`src/logic/mdc_pkg.sv`:
```
// Shared constants, operation codes and state layout for the data move, arithmetic and shift core
package mdc_pkg;

    localparam int unsigned ADDR_W       = 8;
    localparam int unsigned DATA_W       = 8;
    localparam int unsigned WORD_W       = 16;

    localparam logic [ADDR_W-1:0] BIT_ADDR_MAX = 8'h3f;
    localparam logic [ADDR_W-1:0] STACK_STEP   = 8'h02;
    localparam logic [ADDR_W-1:0] STACK_RST    = 8'h00;
    localparam logic [DATA_W-1:0] ACC_RST      = 8'h00;
    localparam logic [DATA_W-1:0] ONE_BYTE     = 8'h01;
    localparam logic [DATA_W-1:0] ZERO_BYTE    = 8'h00;

    // Flag byte layout
    localparam int unsigned FLAG_ZERO_BIT  = 0;
    localparam int unsigned FLAG_CARRY_BIT = 1;
    localparam int unsigned FLAG_HALF_BIT  = 2;
    localparam int unsigned FLAG_RANGE_BIT = 3;

    typedef enum logic [5:0] {
        OP_NOP            = 6'h00,
        OP_MOV_A_IMM      = 6'h01,
        OP_MOV_M_A        = 6'h02,
        OP_MOV_A_M        = 6'h03,
        OP_MOV_A_IO       = 6'h04,
        OP_MOV_IO_A       = 6'h05,
        OP_TIMER_READ     = 6'h06,
        OP_TIMER_LOAD     = 6'h07,
        OP_IDX_READ       = 6'h08,
        OP_IDX_WRITE      = 6'h09,
        OP_XCH_M          = 6'h0a,
        OP_SAVE_AF        = 6'h0b,
        OP_RESTORE_AF     = 6'h0c,
        OP_ADD_A_IMM      = 6'h0d,
        OP_ADD_A_M        = 6'h0e,
        OP_ADD_M_A        = 6'h0f,
        OP_ADDC_A_M       = 6'h10,
        OP_ADDC_M_A       = 6'h11,
        OP_ADDC_A         = 6'h12,
        OP_ADDC_M         = 6'h13,
        OP_NADD_A_M       = 6'h14,
        OP_NADD_M_A       = 6'h15,
        OP_SUB_A_IMM      = 6'h16,
        OP_SUB_A_M        = 6'h17,
        OP_SUB_M_A        = 6'h18,
        OP_SUBC_A_M       = 6'h19,
        OP_SUBC_M_A       = 6'h1a,
        OP_SUBC_A         = 6'h1b,
        OP_SUBC_M         = 6'h1c,
        OP_INC_M          = 6'h1d,
        OP_DEC_M          = 6'h1e,
        OP_CLEAR_M        = 6'h1f,
        OP_SHIFT_RIGHT_A  = 6'h20,
        OP_ROT_RIGHT_A    = 6'h21,
        OP_SHIFT_RIGHT_M  = 6'h22,
        OP_ROT_RIGHT_M    = 6'h23,
        OP_SHIFT_LEFT_A   = 6'h24,
        OP_ROT_LEFT_A     = 6'h25,
        OP_SHIFT_LEFT_M   = 6'h26,
        OP_ROT_LEFT_M     = 6'h27,
        OP_NIBBLE_SWAP_A  = 6'h28
    } mdc_op_e;

    typedef enum logic [2:0] {
        ST_IDLE   = 3'b001,
        ST_IND_RD = 3'b010,
        ST_IND_WR = 3'b100
    } mdc_state_e;

    typedef struct packed {
        mdc_state_e          state;
        logic [DATA_W-1:0]   acc;
        logic                zero;
        logic                carry;
        logic                half_carry;
        logic                signed_range;
        logic [ADDR_W-1:0]   stack_pointer;
        logic [ADDR_W-1:0]   ptr;
        logic                wr_en;
        logic                wr_io;
        logic                wr_word;
        logic [ADDR_W-1:0]   wr_addr;
        logic [WORD_W-1:0]   wr_data;
        logic                rd_en;
        logic                tmr_ld;
        logic [WORD_W-1:0]   tmr_data;
        logic                bit_ok;
        logic                done;
    } mdc_regs_s;

    localparam mdc_regs_s REGS_RST = '{
        state:         ST_IDLE,
        acc:           ACC_RST,
        zero:          1'b0,
        carry:         1'b0,
        half_carry:    1'b0,
        signed_range:  1'b0,
        stack_pointer: STACK_RST,
        ptr:           8'h00,
        wr_en:         1'b0,
        wr_io:         1'b0,
        wr_word:       1'b0,
        wr_addr:       8'h00,
        wr_data:       16'h0000,
        rd_en:         1'b0,
        tmr_ld:        1'b0,
        tmr_data:      16'h0000,
        bit_ok:        1'b0,
        done:          1'b0
    };

endpackage : mdc_pkg

```
`src/logic/mdc_core.sv`:
```
// Execution datapath for data move, arithmetic and shift instructions
// Function
// - Signed range flag marks signed overflow
// - Zero flag set when result is zero
// - Carry flag on unsigned carry or borrow
// - Half carry flag on low nibble carry
// - Bit operand addresses limited to 0..0x3F
// - Load accumulator updates only zero flag
// - Immediate and store moves keep flags
// - Timer word read and load, flags kept
// - Indirect move through pointer, two cycles
// - Exchange accumulator with memory, flags kept
// - Save flags and accumulator, pointer plus two
// - Pointer minus two, restore flags and accumulator
// - Plain addition updates all four flags
// - Addition with carry updates all flags
// - Negate destination then add other operand
// - Subtraction via two's complement, all flags
// - Subtraction with borrow, all flags
// - Increment and decrement memory, all flags
// - Clear memory byte, flags kept
// - Zero fill shifts, bit out to carry
// - Rotates through carry, carry only changes
// - Nibble swap of accumulator, flags kept
// - Four flags held together as one byte
`timescale 1ns/1ns
`default_nettype none
module mdc_core
(
    input  wire logic                       I_REF_CLK,
    input  wire logic                       I_RST_N,
    input  wire logic                       I_VALID,
    input  wire mdc_pkg::mdc_op_e           I_OP,
    input  wire logic [mdc_pkg::DATA_W-1:0] I_IMM,
    input  wire logic [mdc_pkg::ADDR_W-1:0] I_ADDR,
    input  wire logic [mdc_pkg::DATA_W-1:0] I_OPERAND,
    input  wire logic [mdc_pkg::WORD_W-1:0] I_WORD,
    input  wire logic [mdc_pkg::WORD_W-1:0] I_TIMER,
    input  wire logic [mdc_pkg::DATA_W-1:0] I_RD_DATA,
    input  wire logic                       I_SP_LOAD,
    input  wire logic [mdc_pkg::ADDR_W-1:0] I_SP_DATA,
    output logic                            O_BUSY,
    output logic                            O_DONE,
    output logic [mdc_pkg::DATA_W-1:0]      O_ACC,
    output logic [mdc_pkg::DATA_W-1:0]      O_FLAGS,
    output logic [mdc_pkg::ADDR_W-1:0]      O_STACK_POINTER,
    output logic                            O_WR_EN,
    output logic                            O_WR_IO,
    output logic                            O_WR_WORD,
    output logic [mdc_pkg::ADDR_W-1:0]      O_WR_ADDR,
    output logic [mdc_pkg::WORD_W-1:0]      O_WR_DATA,
    output logic                            O_RD_EN,
    output logic [mdc_pkg::ADDR_W-1:0]      O_RD_ADDR,
    output logic                            O_TMR_LOAD,
    output logic [mdc_pkg::WORD_W-1:0]      O_TMR_DATA,
    output logic                            O_BIT_ADDR_OK
);
    import mdc_pkg::*;

    mdc_regs_s         q;
    mdc_regs_s         d;

    logic [DATA_W-1:0] add_a;
    logic [DATA_W-1:0] add_b;
    logic              add_cin;
    logic              add_sub;
    logic              add_use;
    logic              add_to_acc;
    logic [DATA_W-1:0] add_sum;
    logic              add_carry;
    logic              add_half;
    logic              add_range;
    logic              take;

    assign take = I_VALID && (q.state == ST_IDLE);

    // Operand select for the adder
    always_comb
    begin
        add_a      = q.acc;
        add_b      = ZERO_BYTE;
        add_cin    = 1'b0;
        add_sub    = 1'b0;
        add_use    = 1'b1;
        add_to_acc = 1'b1;
        case (I_OP)
            OP_ADD_A_IMM: add_b = I_IMM;
            OP_ADD_A_M:   add_b = I_OPERAND;
            OP_ADD_M_A:
            begin
                add_b      = I_OPERAND;
                add_to_acc = 1'b0;
            end
            OP_ADDC_A_M:
            begin
                add_b   = I_OPERAND;
                add_cin = q.carry;
            end
            OP_ADDC_M_A:
            begin
                add_b      = I_OPERAND;
                add_cin    = q.carry;
                add_to_acc = 1'b0;
            end
            OP_ADDC_A:    add_cin = q.carry;
            OP_ADDC_M:
            begin
                add_a      = I_OPERAND;
                add_cin    = q.carry;
                add_to_acc = 1'b0;
            end
            OP_NADD_A_M:
            begin
                add_a   = I_OPERAND;
                add_b   = q.acc;
                add_sub = 1'b1;
            end
            OP_NADD_M_A:
            begin
                add_b      = I_OPERAND;
                add_sub    = 1'b1;
                add_to_acc = 1'b0;
            end
            OP_SUB_A_IMM:
            begin
                add_b   = I_IMM;
                add_sub = 1'b1;
            end
            OP_SUB_A_M:
            begin
                add_b   = I_OPERAND;
                add_sub = 1'b1;
            end
            OP_SUB_M_A:
            begin
                add_a      = I_OPERAND;
                add_b      = q.acc;
                add_sub    = 1'b1;
                add_to_acc = 1'b0;
            end
            OP_SUBC_A_M:
            begin
                add_b   = I_OPERAND;
                add_cin = q.carry;
                add_sub = 1'b1;
            end
            OP_SUBC_M_A:
            begin
                add_a      = I_OPERAND;
                add_b      = q.acc;
                add_cin    = q.carry;
                add_sub    = 1'b1;
                add_to_acc = 1'b0;
            end
            OP_SUBC_A:
            begin
                add_cin = q.carry;
                add_sub = 1'b1;
            end
            OP_SUBC_M:
            begin
                add_a      = I_OPERAND;
                add_cin    = q.carry;
                add_sub    = 1'b1;
                add_to_acc = 1'b0;
            end
            OP_INC_M:
            begin
                add_a      = I_OPERAND;
                add_b      = ONE_BYTE;
                add_to_acc = 1'b0;
            end
            OP_DEC_M:
            begin
                add_a      = I_OPERAND;
                add_b      = ONE_BYTE;
                add_sub    = 1'b1;
                add_to_acc = 1'b0;
            end
            default:
            begin
                add_use    = 1'b0;
                add_to_acc = 1'b0;
            end
        endcase
    end

    mdc_adder u_adder
    (
        .i_a     (add_a),
        .i_b     (add_b),
        .i_cin   (add_cin),
        .i_sub   (add_sub),
        .o_sum   (add_sum),
        .o_carry (add_carry),
        .o_half  (add_half),
        .o_range (add_range)
    );

    // Next state of all registers
    always_comb
    begin
        d         = q;
        d.wr_en   = 1'b0;
        d.wr_io   = 1'b0;
        d.wr_word = 1'b0;
        d.rd_en   = 1'b0;
        d.tmr_ld  = 1'b0;
        d.done    = 1'b0;
        d.bit_ok  = (I_ADDR <= BIT_ADDR_MAX);
        if (I_SP_LOAD)
        begin
            d.stack_pointer = I_SP_DATA;
        end
        case (q.state)
            ST_IND_RD:
            begin
                d.acc   = I_RD_DATA;
                d.state = ST_IDLE;
                d.done  = 1'b1;
            end
            ST_IND_WR:
            begin
                d.wr_en   = 1'b1;
                d.wr_addr = q.ptr;
                d.wr_data = {8'h00, q.acc};
                d.state   = ST_IDLE;
                d.done    = 1'b1;
            end
            ST_IDLE:
            begin
                if (take)
                begin
                    d.done = 1'b1;
                    d.wr_addr = I_ADDR;
                    if (add_use)
                    begin
                        d.zero         = (add_sum == ZERO_BYTE);
                        d.carry        = add_carry;
                        d.half_carry   = add_half;
                        d.signed_range = add_range;
                        if (add_to_acc)
                        begin
                            d.acc = add_sum;
                        end
                        else
                        begin
                            d.wr_en   = 1'b1;
                            d.wr_data = {8'h00, add_sum};
                        end
                    end
                    case (I_OP)
                        OP_MOV_A_IMM: d.acc = I_IMM;
                        OP_MOV_M_A, OP_MOV_IO_A:
                        begin
                            d.wr_en   = 1'b1;
                            d.wr_io   = (I_OP == OP_MOV_IO_A);
                            d.wr_data = {8'h00, q.acc};
                        end
                        OP_MOV_A_M, OP_MOV_A_IO:
                        begin
                            d.acc  = I_OPERAND;
                            d.zero = (I_OPERAND == ZERO_BYTE);
                        end
                        OP_TIMER_READ:
                        begin
                            d.wr_en   = 1'b1;
                            d.wr_word = 1'b1;
                            d.wr_data = I_TIMER;
                        end
                        OP_TIMER_LOAD:
                        begin
                            d.tmr_ld   = 1'b1;
                            d.tmr_data = I_WORD;
                        end
                        OP_IDX_READ:
                        begin
                            d.ptr   = I_WORD[ADDR_W-1:0];
                            d.rd_en = 1'b1;
                            d.state = ST_IND_RD;
                            d.done  = 1'b0;
                        end
                        OP_IDX_WRITE:
                        begin
                            d.ptr   = I_WORD[ADDR_W-1:0];
                            d.state = ST_IND_WR;
                            d.done  = 1'b0;
                        end
                        OP_XCH_M:
                        begin
                            d.acc     = I_OPERAND;
                            d.wr_en   = 1'b1;
                            d.wr_data = {8'h00, q.acc};
                        end
                        OP_SAVE_AF:
                        begin
                            d.wr_en   = 1'b1;
                            d.wr_word = 1'b1;
                            d.wr_addr = q.stack_pointer;
                            d.wr_data = {O_FLAGS, q.acc};
                            d.stack_pointer = q.stack_pointer + STACK_STEP;
                        end
                        OP_RESTORE_AF:
                        begin
                            d.stack_pointer = q.stack_pointer - STACK_STEP;
                            d.acc           = I_WORD[7:0];
                            d.zero          = I_WORD[8+FLAG_ZERO_BIT];
                            d.carry         = I_WORD[8+FLAG_CARRY_BIT];
                            d.half_carry    = I_WORD[8+FLAG_HALF_BIT];
                            d.signed_range  = I_WORD[8+FLAG_RANGE_BIT];
                        end
                        OP_CLEAR_M:
                        begin
                            d.wr_en   = 1'b1;
                            d.wr_data = 16'h0000;
                        end
                        OP_SHIFT_RIGHT_A, OP_ROT_RIGHT_A:
                        begin
                            d.acc   = {(I_OP == OP_ROT_RIGHT_A) && q.carry, q.acc[7:1]};
                            d.carry = q.acc[0];
                        end
                        OP_SHIFT_LEFT_A, OP_ROT_LEFT_A:
                        begin
                            d.acc   = {q.acc[6:0], (I_OP == OP_ROT_LEFT_A) && q.carry};
                            d.carry = q.acc[7];
                        end
                        OP_SHIFT_RIGHT_M, OP_ROT_RIGHT_M:
                        begin
                            d.wr_en   = 1'b1;
                            d.wr_data = {8'h00, (I_OP == OP_ROT_RIGHT_M) && q.carry,
                                         I_OPERAND[7:1]};
                            d.carry   = I_OPERAND[0];
                        end
                        OP_SHIFT_LEFT_M, OP_ROT_LEFT_M:
                        begin
                            d.wr_en   = 1'b1;
                            d.wr_data = {8'h00, I_OPERAND[6:0],
                                         (I_OP == OP_ROT_LEFT_M) && q.carry};
                            d.carry   = I_OPERAND[7];
                        end
                        OP_NIBBLE_SWAP_A: d.acc = {q.acc[3:0], q.acc[7:4]};
                        default: ;
                    endcase
                end
            end
            default: d.state = ST_IDLE;
        endcase
    end

    always_ff @(posedge I_REF_CLK or negedge I_RST_N)
    begin
        if (!I_RST_N)
        begin
            q <= REGS_RST;
        end
        else
        begin
            q <= d;
        end
    end

    // Flag byte assembled from flip-flops only
    always_comb
    begin
        O_FLAGS                 = 8'h00;
        O_FLAGS[FLAG_ZERO_BIT]  = q.zero;
        O_FLAGS[FLAG_CARRY_BIT] = q.carry;
        O_FLAGS[FLAG_HALF_BIT]  = q.half_carry;
        O_FLAGS[FLAG_RANGE_BIT] = q.signed_range;
    end

    assign O_BUSY          = (q.state != ST_IDLE);
    assign O_DONE          = q.done;
    assign O_ACC           = q.acc;
    assign O_STACK_POINTER = q.stack_pointer;
    assign O_WR_EN         = q.wr_en;
    assign O_WR_IO         = q.wr_io;
    assign O_WR_WORD       = q.wr_word;
    assign O_WR_ADDR       = q.wr_addr;
    assign O_WR_DATA       = q.wr_data;
    assign O_RD_EN         = q.rd_en;
    assign O_RD_ADDR       = q.ptr;
    assign O_TMR_LOAD      = q.tmr_ld;
    assign O_TMR_DATA      = q.tmr_data;
    assign O_BIT_ADDR_OK   = q.bit_ok;
endmodule : mdc_core
`default_nettype wire

```
`src/logic/mdc_adder.sv`:
```
// Eight-bit adder and subtracter with carry, half carry and signed range results
`timescale 1ns/1ns
`default_nettype none
module mdc_adder
(
    input  wire logic [7:0] i_a,
    input  wire logic [7:0] i_b,
    input  wire logic       i_cin,
    input  wire logic       i_sub,
    output wire logic [7:0] o_sum,
    output wire logic       o_carry,
    output wire logic       o_half,
    output wire logic       o_range
);
    logic [7:0] bx;
    logic       cx;
    logic [8:0] full;
    logic [4:0] low;

    // Subtraction adds the two's complement; carry in is an inverted borrow
    assign bx      = i_sub ? ~i_b : i_b;
    assign cx      = i_sub ? ~i_cin : i_cin;
    assign full    = {1'b0, i_a} + {1'b0, bx} + {8'h00, cx};
    assign low     = {1'b0, i_a[3:0]} + {1'b0, bx[3:0]} + {4'h0, cx};
    assign o_sum   = full[7:0];
    assign o_carry = full[8] ^ i_sub;
    assign o_half  = low[4] ^ i_sub;
    assign o_range = (i_a[7] == bx[7]) && (full[7] != i_a[7]);
endmodule : mdc_adder
`default_nettype wire

```
`config.mk`:
```
export PLATFORM = sky130hd
export DESIGN_NAME = mdc_core
export DESIGN_NICKNAME = d
export VERILOG_FILES = /design/src/logic/mdc_pkg.sv /design/src/logic/mdc_core.sv /design/src/logic/mdc_adder.sv
export SDC_FILE = /design/constraint.sdc
export NUM_CORES = 1
export LEC_CHECK = 0
export BUFFER_PORTS_ARGS = -buffer_cell sky130_fd_sc_hd__buf_4
export CAP_MARGIN = 10
export CORE_UTILIZATION = 54
export CTS_CLUSTER_DIAMETER = 100
export DETAILED_ROUTE_END_ITERATION = 8
export PLACE_DENSITY = 0.81
export SYNTH_ARGS = -nofsm -noshare
export SYNTH_HDL_FRONTEND = slang
export SYNTH_SLANG_ARGS = --single-unit
```
`constraint.sdc`:
```
create_clock -name I_REF_CLK -period 3.7 [get_ports I_REF_CLK]
set_input_delay 0.74 -clock I_REF_CLK [delete_from_list [all_inputs] [get_ports I_REF_CLK]]
set_output_delay 0.74 -clock I_REF_CLK [all_outputs]
set_load 0.05 [all_outputs]
```
* After elaboration in Yosys (flattened, before gate mapping) *
Index checks and enable logic that the tools add are counted.

word-level totals
  register bits after elaboration = 78
  input bits = 82
  output and inout bits = 80

operators by class
  add/subtract/negate cells = 6
  order comparisons = 1
  equal/unequal tests = 52
  multiplexer cells = 40
  bitwise gates (word level) = 4
  reductions and logical operators = 43

operators with widths
  operator                                                                  number
  6-bit by 5-bit == test with 1-bit output (second input constant)          16
  16-bit case mux with 6 select lines                                       1
  76-bit 2-to-1 mux                                                         1
  6-bit == test (second input constant)                                     9
  6-bit by 4-bit == test with 1-bit output (second input constant)          8
  16-bit 2-to-1 mux                                                         3
  8-bit 2-to-1 mux                                                          6
  24-bit case mux with 2 select lines                                       1
  8-bit case mux with 6 select lines                                        1
  8-bit by 3-bit inequality test with 1-bit output (second input constant)  4
  8-bit case mux with 2 select lines                                        2
  8-bit case mux with 4 select lines                                        1
  6-bit by 3-bit == test with 1-bit output (second input constant)          4
  2-bit OR reduction                                                        11
  10-bit OR reduction                                                       2
  18-bit 2-to-1 mux                                                         1
  18-bit OR reduction                                                       1
  17-bit 2-to-1 mux                                                         1
  8-bit zero test                                                           2
  3-bit AND reduction                                                       5
  7-bit OR reduction                                                        2
  1-bit 2-to-1 mux                                                          13
  6-bit by 2-bit == test with 1-bit output (second input constant)          2
  12-bit 2-to-1 mux                                                         1
  other kinds (32)                                                          48

* Depth between registers and ports, before layout *
  depth in word-level cells = 13
  gate-level depth with buffers = 17
  gate-level depth less buffers = 15

* Modules after synthesis *
From an unflattened synthesis, not the netlist that was laid out.

second synthesis, totals
  cells, all modules = 662
  area, all modules = 5,958.2 sq um

modules (own cells, without submodules)
  module     instances  cells each  area an instance (sq um)
  mdc_core   1          612         5,534.1
  mdc_adder  1          50          424.2

* Least setup slack after synthesis *
Ideal clock, no wire load.

  kind = in2reg
  from = input I_OP[3]
  to = register q, in the netlist O_FLAGS[0]
  setup time = 0.103 ns
  data arrival time = 4.098 ns
  data required time = 3.597 ns
  slack = -0.502 ns
  stages = 14
  path buffers = 2
  cell sequence = buf_4 -> buf_6 -> and4bb_1 -> a211oi_1 -> nor2_1 -> mux2_2 -> fa_1 -> inv_1 -> fa_1 -> nor2b_1 -> o31a_1 -> xor2_1 -> or4_1 -> o41ai_2

between the ends
  cells in the longest elaborated chain, start to end = 10
  elaborated cells between the ends (all ways) = 46
  those cells by class = add/sub: 2; eq/ne: 21; mux: 9; bitwise: 2; reduce/logical: 12

RTL lines
  what                                                                                                  RTL line         RTL
  from (decl)                                                                                           mdc_core.sv:33   input wire mdc_pkg::mdc_op_e I_OP,
  6-bit by 5-bit == test with 1-bit output or 6-bit by 4-bit == test with 1-bit output (tied branches)  mdc_core.sv:86   case (I_OP)
  7-bit OR reduction (no line), or another cell as far along                                            --
  8-bit case mux with 4 select lines                                                                    mdc_core.sv:86
  8-bit inverter                                                                                        mdc_adder.sv:21  assign bx = i_sub ? ~i_b : i_b;
  8-bit 2-to-1 mux                                                                                      mdc_adder.sv:21
  8-bit by 8-bit adder with 9-bit output                                                                mdc_adder.sv:23  assign full = {1'b0, i_a} + {1'b0, bx} + {8'h00, cx};
  9-bit by 1-bit adder with 9-bit output                                                                mdc_adder.sv:23
  8-bit zero test                                                                                       mdc_core.sv:238  d.zero = (add_sum == ZERO_BYTE);
  12-bit 2-to-1 mux                                                                                     mdc_core.sv:236  if (add_use)
  1-bit case mux with 2 select lines                                                                    mdc_core.sv:252  case (I_OP)
  to (signal assigned)                                                                                  mdc_core.sv:354  q <= REGS_RST;
  to (signal assigned)                                                                                  mdc_core.sv:358  q <= d;
  to (decl)                                                                                             mdc_core.sv:60   mdc_regs_s q;

Several ways; a longest one is shown, not always the timed one. The select of a mux whose other input is x is not followed.
A chain may end at the register's enable or synchronous reset.

* Worst setup path after layout *
  from = input I_OP[3]
  to = register q, in the netlist O_WR_DATA[5]

between the ends
  cells in the longest elaborated chain, start to end = 12
  elaborated cells between the ends (all ways) = 60
  those cells by class = add/sub: 2; eq/ne: 30; mux: 13; bitwise: 2; reduce/logical: 13

RTL lines
  what                                                                                                  RTL line         RTL
  6-bit by 5-bit == test with 1-bit output or 6-bit by 4-bit == test with 1-bit output (tied branches)  mdc_core.sv:86
  7-bit OR reduction (no line), or another cell as far along                                            --
  8-bit case mux with 4 select lines                                                                    mdc_core.sv:86
  8-bit inverter                                                                                        mdc_adder.sv:21
  8-bit 2-to-1 mux                                                                                      mdc_adder.sv:21
  8-bit by 8-bit adder with 9-bit output                                                                mdc_adder.sv:23
  9-bit by 1-bit adder with 9-bit output                                                                mdc_adder.sv:23
  16-bit 2-to-1 mux                                                                                     mdc_core.sv:242  if (add_to_acc)
  16-bit 2-to-1 mux                                                                                     mdc_core.sv:236
  16-bit case mux with 6 select lines                                                                   mdc_core.sv:252
  76-bit 2-to-1 mux                                                                                     mdc_core.sv:232  if (take)
  24-bit case mux with 2 select lines                                                                   mdc_core.sv:215  case (q.state)

Several ways; a longest one is shown, not always the timed one. The select of a mux whose other input is x is not followed.

==> run metrics <==
outcome=complete, but fails checks; violated checks=DRC; worst r2r src=O_ACC[0]; starting density of the core=between 50% and 60%; Int Pwr=about 2400 uW; clock root buffer=clkbuf_16; Synth Area in XOR/XNOR=between 3 and 4%; Ys Warns=0; cells on worst reg2reg path=11; largest net degree at the start of global routing=79; most frequent cells in the layout=234 x buf_4, 77 x dfrtp_1, 54 x nor2_1; maximum VDD drop=0.4286 mV; hold path start=O_WR_DATA[9]; #FFs+latches synth=78; hold endpoint=O_WR_DATA[9]; Setup WS post-layout=between 60 and 70 ps; CP Class=in2reg; number of flops mapped to enable cells by yosys=0; Filler Cell Count=a little over 800; post-layout util=between 70 and 80%; Final Hold Viols=0; CP Max Fanout=8; first-pass GRT wire length=about 31000 um; share of cells above drive strength 1=between 40 and 50%; GR Overflow Total=0; final net count=~900; Die Ht=108.7 um; H-Tree Depth=3; Hold Path Depth=2; cell count after synthesis=between 600 and 700; DRC=4; element type at the critical path end=register; drt first pass iters=9; worst-margin pin slew=a little under 1000 ps; clock-pin slew on the worst setup and hold paths=roughly 60 ps; RePlAce Congestion=1.009; register area share after synthesis=between 30% and 40%; number of global-route vias before repair=5685; num ports=between 150 and 200; mux contribution to synthesized area=roughly 10%; die area=about 12000 um^2; DR WL/cell=between 20 and 25 um; fin crit period=3633 ps; Post-Synth Simple-Gate Area=about 16%; Final Routed Wirelength=20530 um; register share of total power=28.0%; clock sink total=78; initial antenna violation count=0; CP startpoint kind=input pin; Skew-Pair Late Insertion Delay=around 340 ps; CTS tree=done; HP Class=reg2reg; sw frac=between 40% and 50%; setup violators final=0; cts-stage hold buffer count=0; Slew headroom=roughly 34%; Leak=between 0.003 and 0.004 uW; Syn Area/Cell=between 9 and 10 um^2; WP data required=a little under 4000 ps; post-synthesis async set-or-reset flop share=between 90% and 100%; largest family of logic cells by synthesized area=compound AO/OA/AOI/OAI gates; CTS buffer count=9; Rows=38; 1st-iter DRT viols=between 700 and 800; worst reg2reg endpoint=O_WR_DATA[5]; port buffer count=around 160; Antenna Diode Count=0; Seq. cell area=between 1500 and 2000 um^2; commonest non-fill, non-tap cell in the layout=buf_4; Die W=between 100 and 150 um; combinational power share=between 40% and 50%; Switch Pwr=1720 uW; fin. max-slew vios=0; CORE AREA=between 10000 and 15000 um^2; Arr. time, crit path=3860 ps; Maximum Capacitance Violations=0; DR vias=between 5000 and 6000; clock power share=about a quarter; Post-DRT Antenna Nets=0; Vias per Instance=6.265; footprint of the multi-input gates=3531 um^2; Final HPWL DP=~16000 um; post-synthesis compound-gate area fraction=between 20% and 30%; Clock Tree Buf Depth=2; RSZ-0062 raised after global routing=yes; Area growth, synth to finish=28.62%; cell area after synthesis=6142 um^2; setup TNS=0 ps; clock skew=~6.9 ps; dpl ws=-429.7 ps; top_reg_cell synth=dfrtp_1; R2R setup slack=roughly 630 ps; pwr/cell area=~520 nW/um^2; final cycle utilization of the critical path=a little over nine tenths; area share of fa/ha/maj cells after synthesis=under 10%; GRT Total Usage=about a third; Yosys cell types=83; FMAX=about 0.28 GHz
==> worst max path at each step <==
stage	slack [ps]	end	depth (start not counted)	start
after detailed placement	-430	O_WR_DATA[7]	15	I_OP[0]
after CTS	10	O_FLAGS[0]	15	I_OP[0]
after floorplan	-300	O_FLAGS[0]	16	I_OP[3]
after global placement	-340	O_FLAGS[0]	15	I_OP[0]
final	70	O_WR_DATA[5]	15	I_OP[3]
after global routing	-70	O_WR_DATA[4]	16	I_OP[0]
==> cells in the mapped netlist, drive strengths merged, types with 4 or more instances <==
| cell type | count | area, um^2 |
|---|---|---|
| mux2 | 41 | 461.7 |
| buf | 100 | 735.7 |
| inv | 15 | 56.31 |
| xor2 | 15 | 131.4 |
| nand2 | 40 | 157.6 |
| a32oi | 5 | 43.79 |
| a222oi | 12 | 120.1 |
| nand2b | 13 | 81.33 |
| a221oi | 20 | 175.2 |
| and3 | 9 | 56.30 |
| o22ai | 6 | 37.54 |
| and2 | 8 | 50.05 |
| nand3 | 9 | 50.05 |
| a22oi | 12 | 95.09 |
| xnor2 | 8 | 70.07 |
| a21oi | 26 | 130.1 |
| nor2 | 57 | 219.0 |
| ha | 12 | 150.1 |
| a211oi | 6 | 50.05 |
| o2bb2ai | 4 | 35.03 |
| a21o | 4 | 30.03 |
| mux2i | 15 | 150.1 |
| nor2b | 9 | 56.30 |
| a22o | 7 | 61.31 |
| a221o | 10 | 100.1 |
| o21ai | 32 | 160.1 |
| nor3 | 13 | 96.35 |
| clkbuf | 13 | 48.80 |
| o211ai | 4 | 30.03 |
| dfrtp | 77 | 1927 |
==> cell type report <==
type / instances / share of cell area, %
clock buffer: 12 / 3.373
sequential: 78 / 24.72
timing repair buffer: 240 / 23.30
clock inverter: 4 / 0.9819
tap: 140 / 2.217
inverter: 15 / 0.7127
multi-input combinational: 458 / 44.69
==> power by group through the flow <==
| stage | clock [uW] | sequential [uW] | combinational, uW |
|---|---|---|---|
| after detailed placement | 0 | 1160 | 1860 |
| after CTS | 1020 | 1150 | 1870 |
| after floorplan | 0 | 1090 | 1400 |
| after global routing | 1060 | 1170 | 2070 |
| final | 1020 | 1160 | 1960 |
| after global placement | 0 | 1150 | 1830 |
==> state kept, by name (all words and copies together), names as in the netlist <==
name and cells:
O_FLAGS 4, O_TMR_DATA 16, O_TMR_LOAD 1, O_WR_DATA 16, O_WR_IO 1, O_DONE 1
O_STACK_POINTER 8, q 3, O_BIT_ADDR_OK 1, O_RD_ADDR 8, O_WR_WORD 1, O_WR_EN 1
O_RD_EN 1, O_ACC 8, O_WR_ADDR 8
==> through the flow <==
stage	hold WS, ps	instance area, um^2	power [uW]	instances
finish	478.6	7900	4137	947
global route	500.1	7900	4296	947
CTS	476.1	7754	4037	943
detailed placement	462.8	7377	3020	926
global placement	453.8	7377	2986	926
floorplan	440.0	6257	2484	664
==> logic make-up (layout without fill, tap and decap cells) <==
kind of cell | Yosys count | count (layout)
AND/OR/NAND/NOR | 184 | 184
AO/OA/AOI/OAI | 176 | 176
buffers and inverters | 128 | 271
flip-flops | 78 | 78
multiplexers | 56 | 56
XOR/XNOR | 23 | 23
adder cells (fa/ha/maj) | 15 | 15
other | 1 | 4
==> layer usage <==
layer  track usage, %  part of all wire (%)  vias up  routed length (um)
li1                 -                     -     2645                   -
met1            49.64                    41     2857                8494
met2            54.34                    46      379                9488
met3            6.097                   9.5       52                1950
met4            12.93                   2.9        0                 597
met5                0                     0        -                   0
==> worst max-delay path, stage by stage <==
cell and delay (ps):
buf_8 110, and2b_2 210, o32ai_2 290, a22oi_2 140, nor2_4 180, a21oi_2 70
xor2_1 160, fa_2 420, buf_4 150, a211oi_2 210, o21bai_1 140, a21oi_1 250
xnor2_2 120, a221o_1 350, a221o_1 290
==> what timing repair did <==
action	CTS	global route
setup endpoints to repair	6	12
pin swaps	8	27
gates resized for setup	6	23
setup buffers	1	4
hold endpoints to repair	0	0
Power figures use the tool's default switching activity.
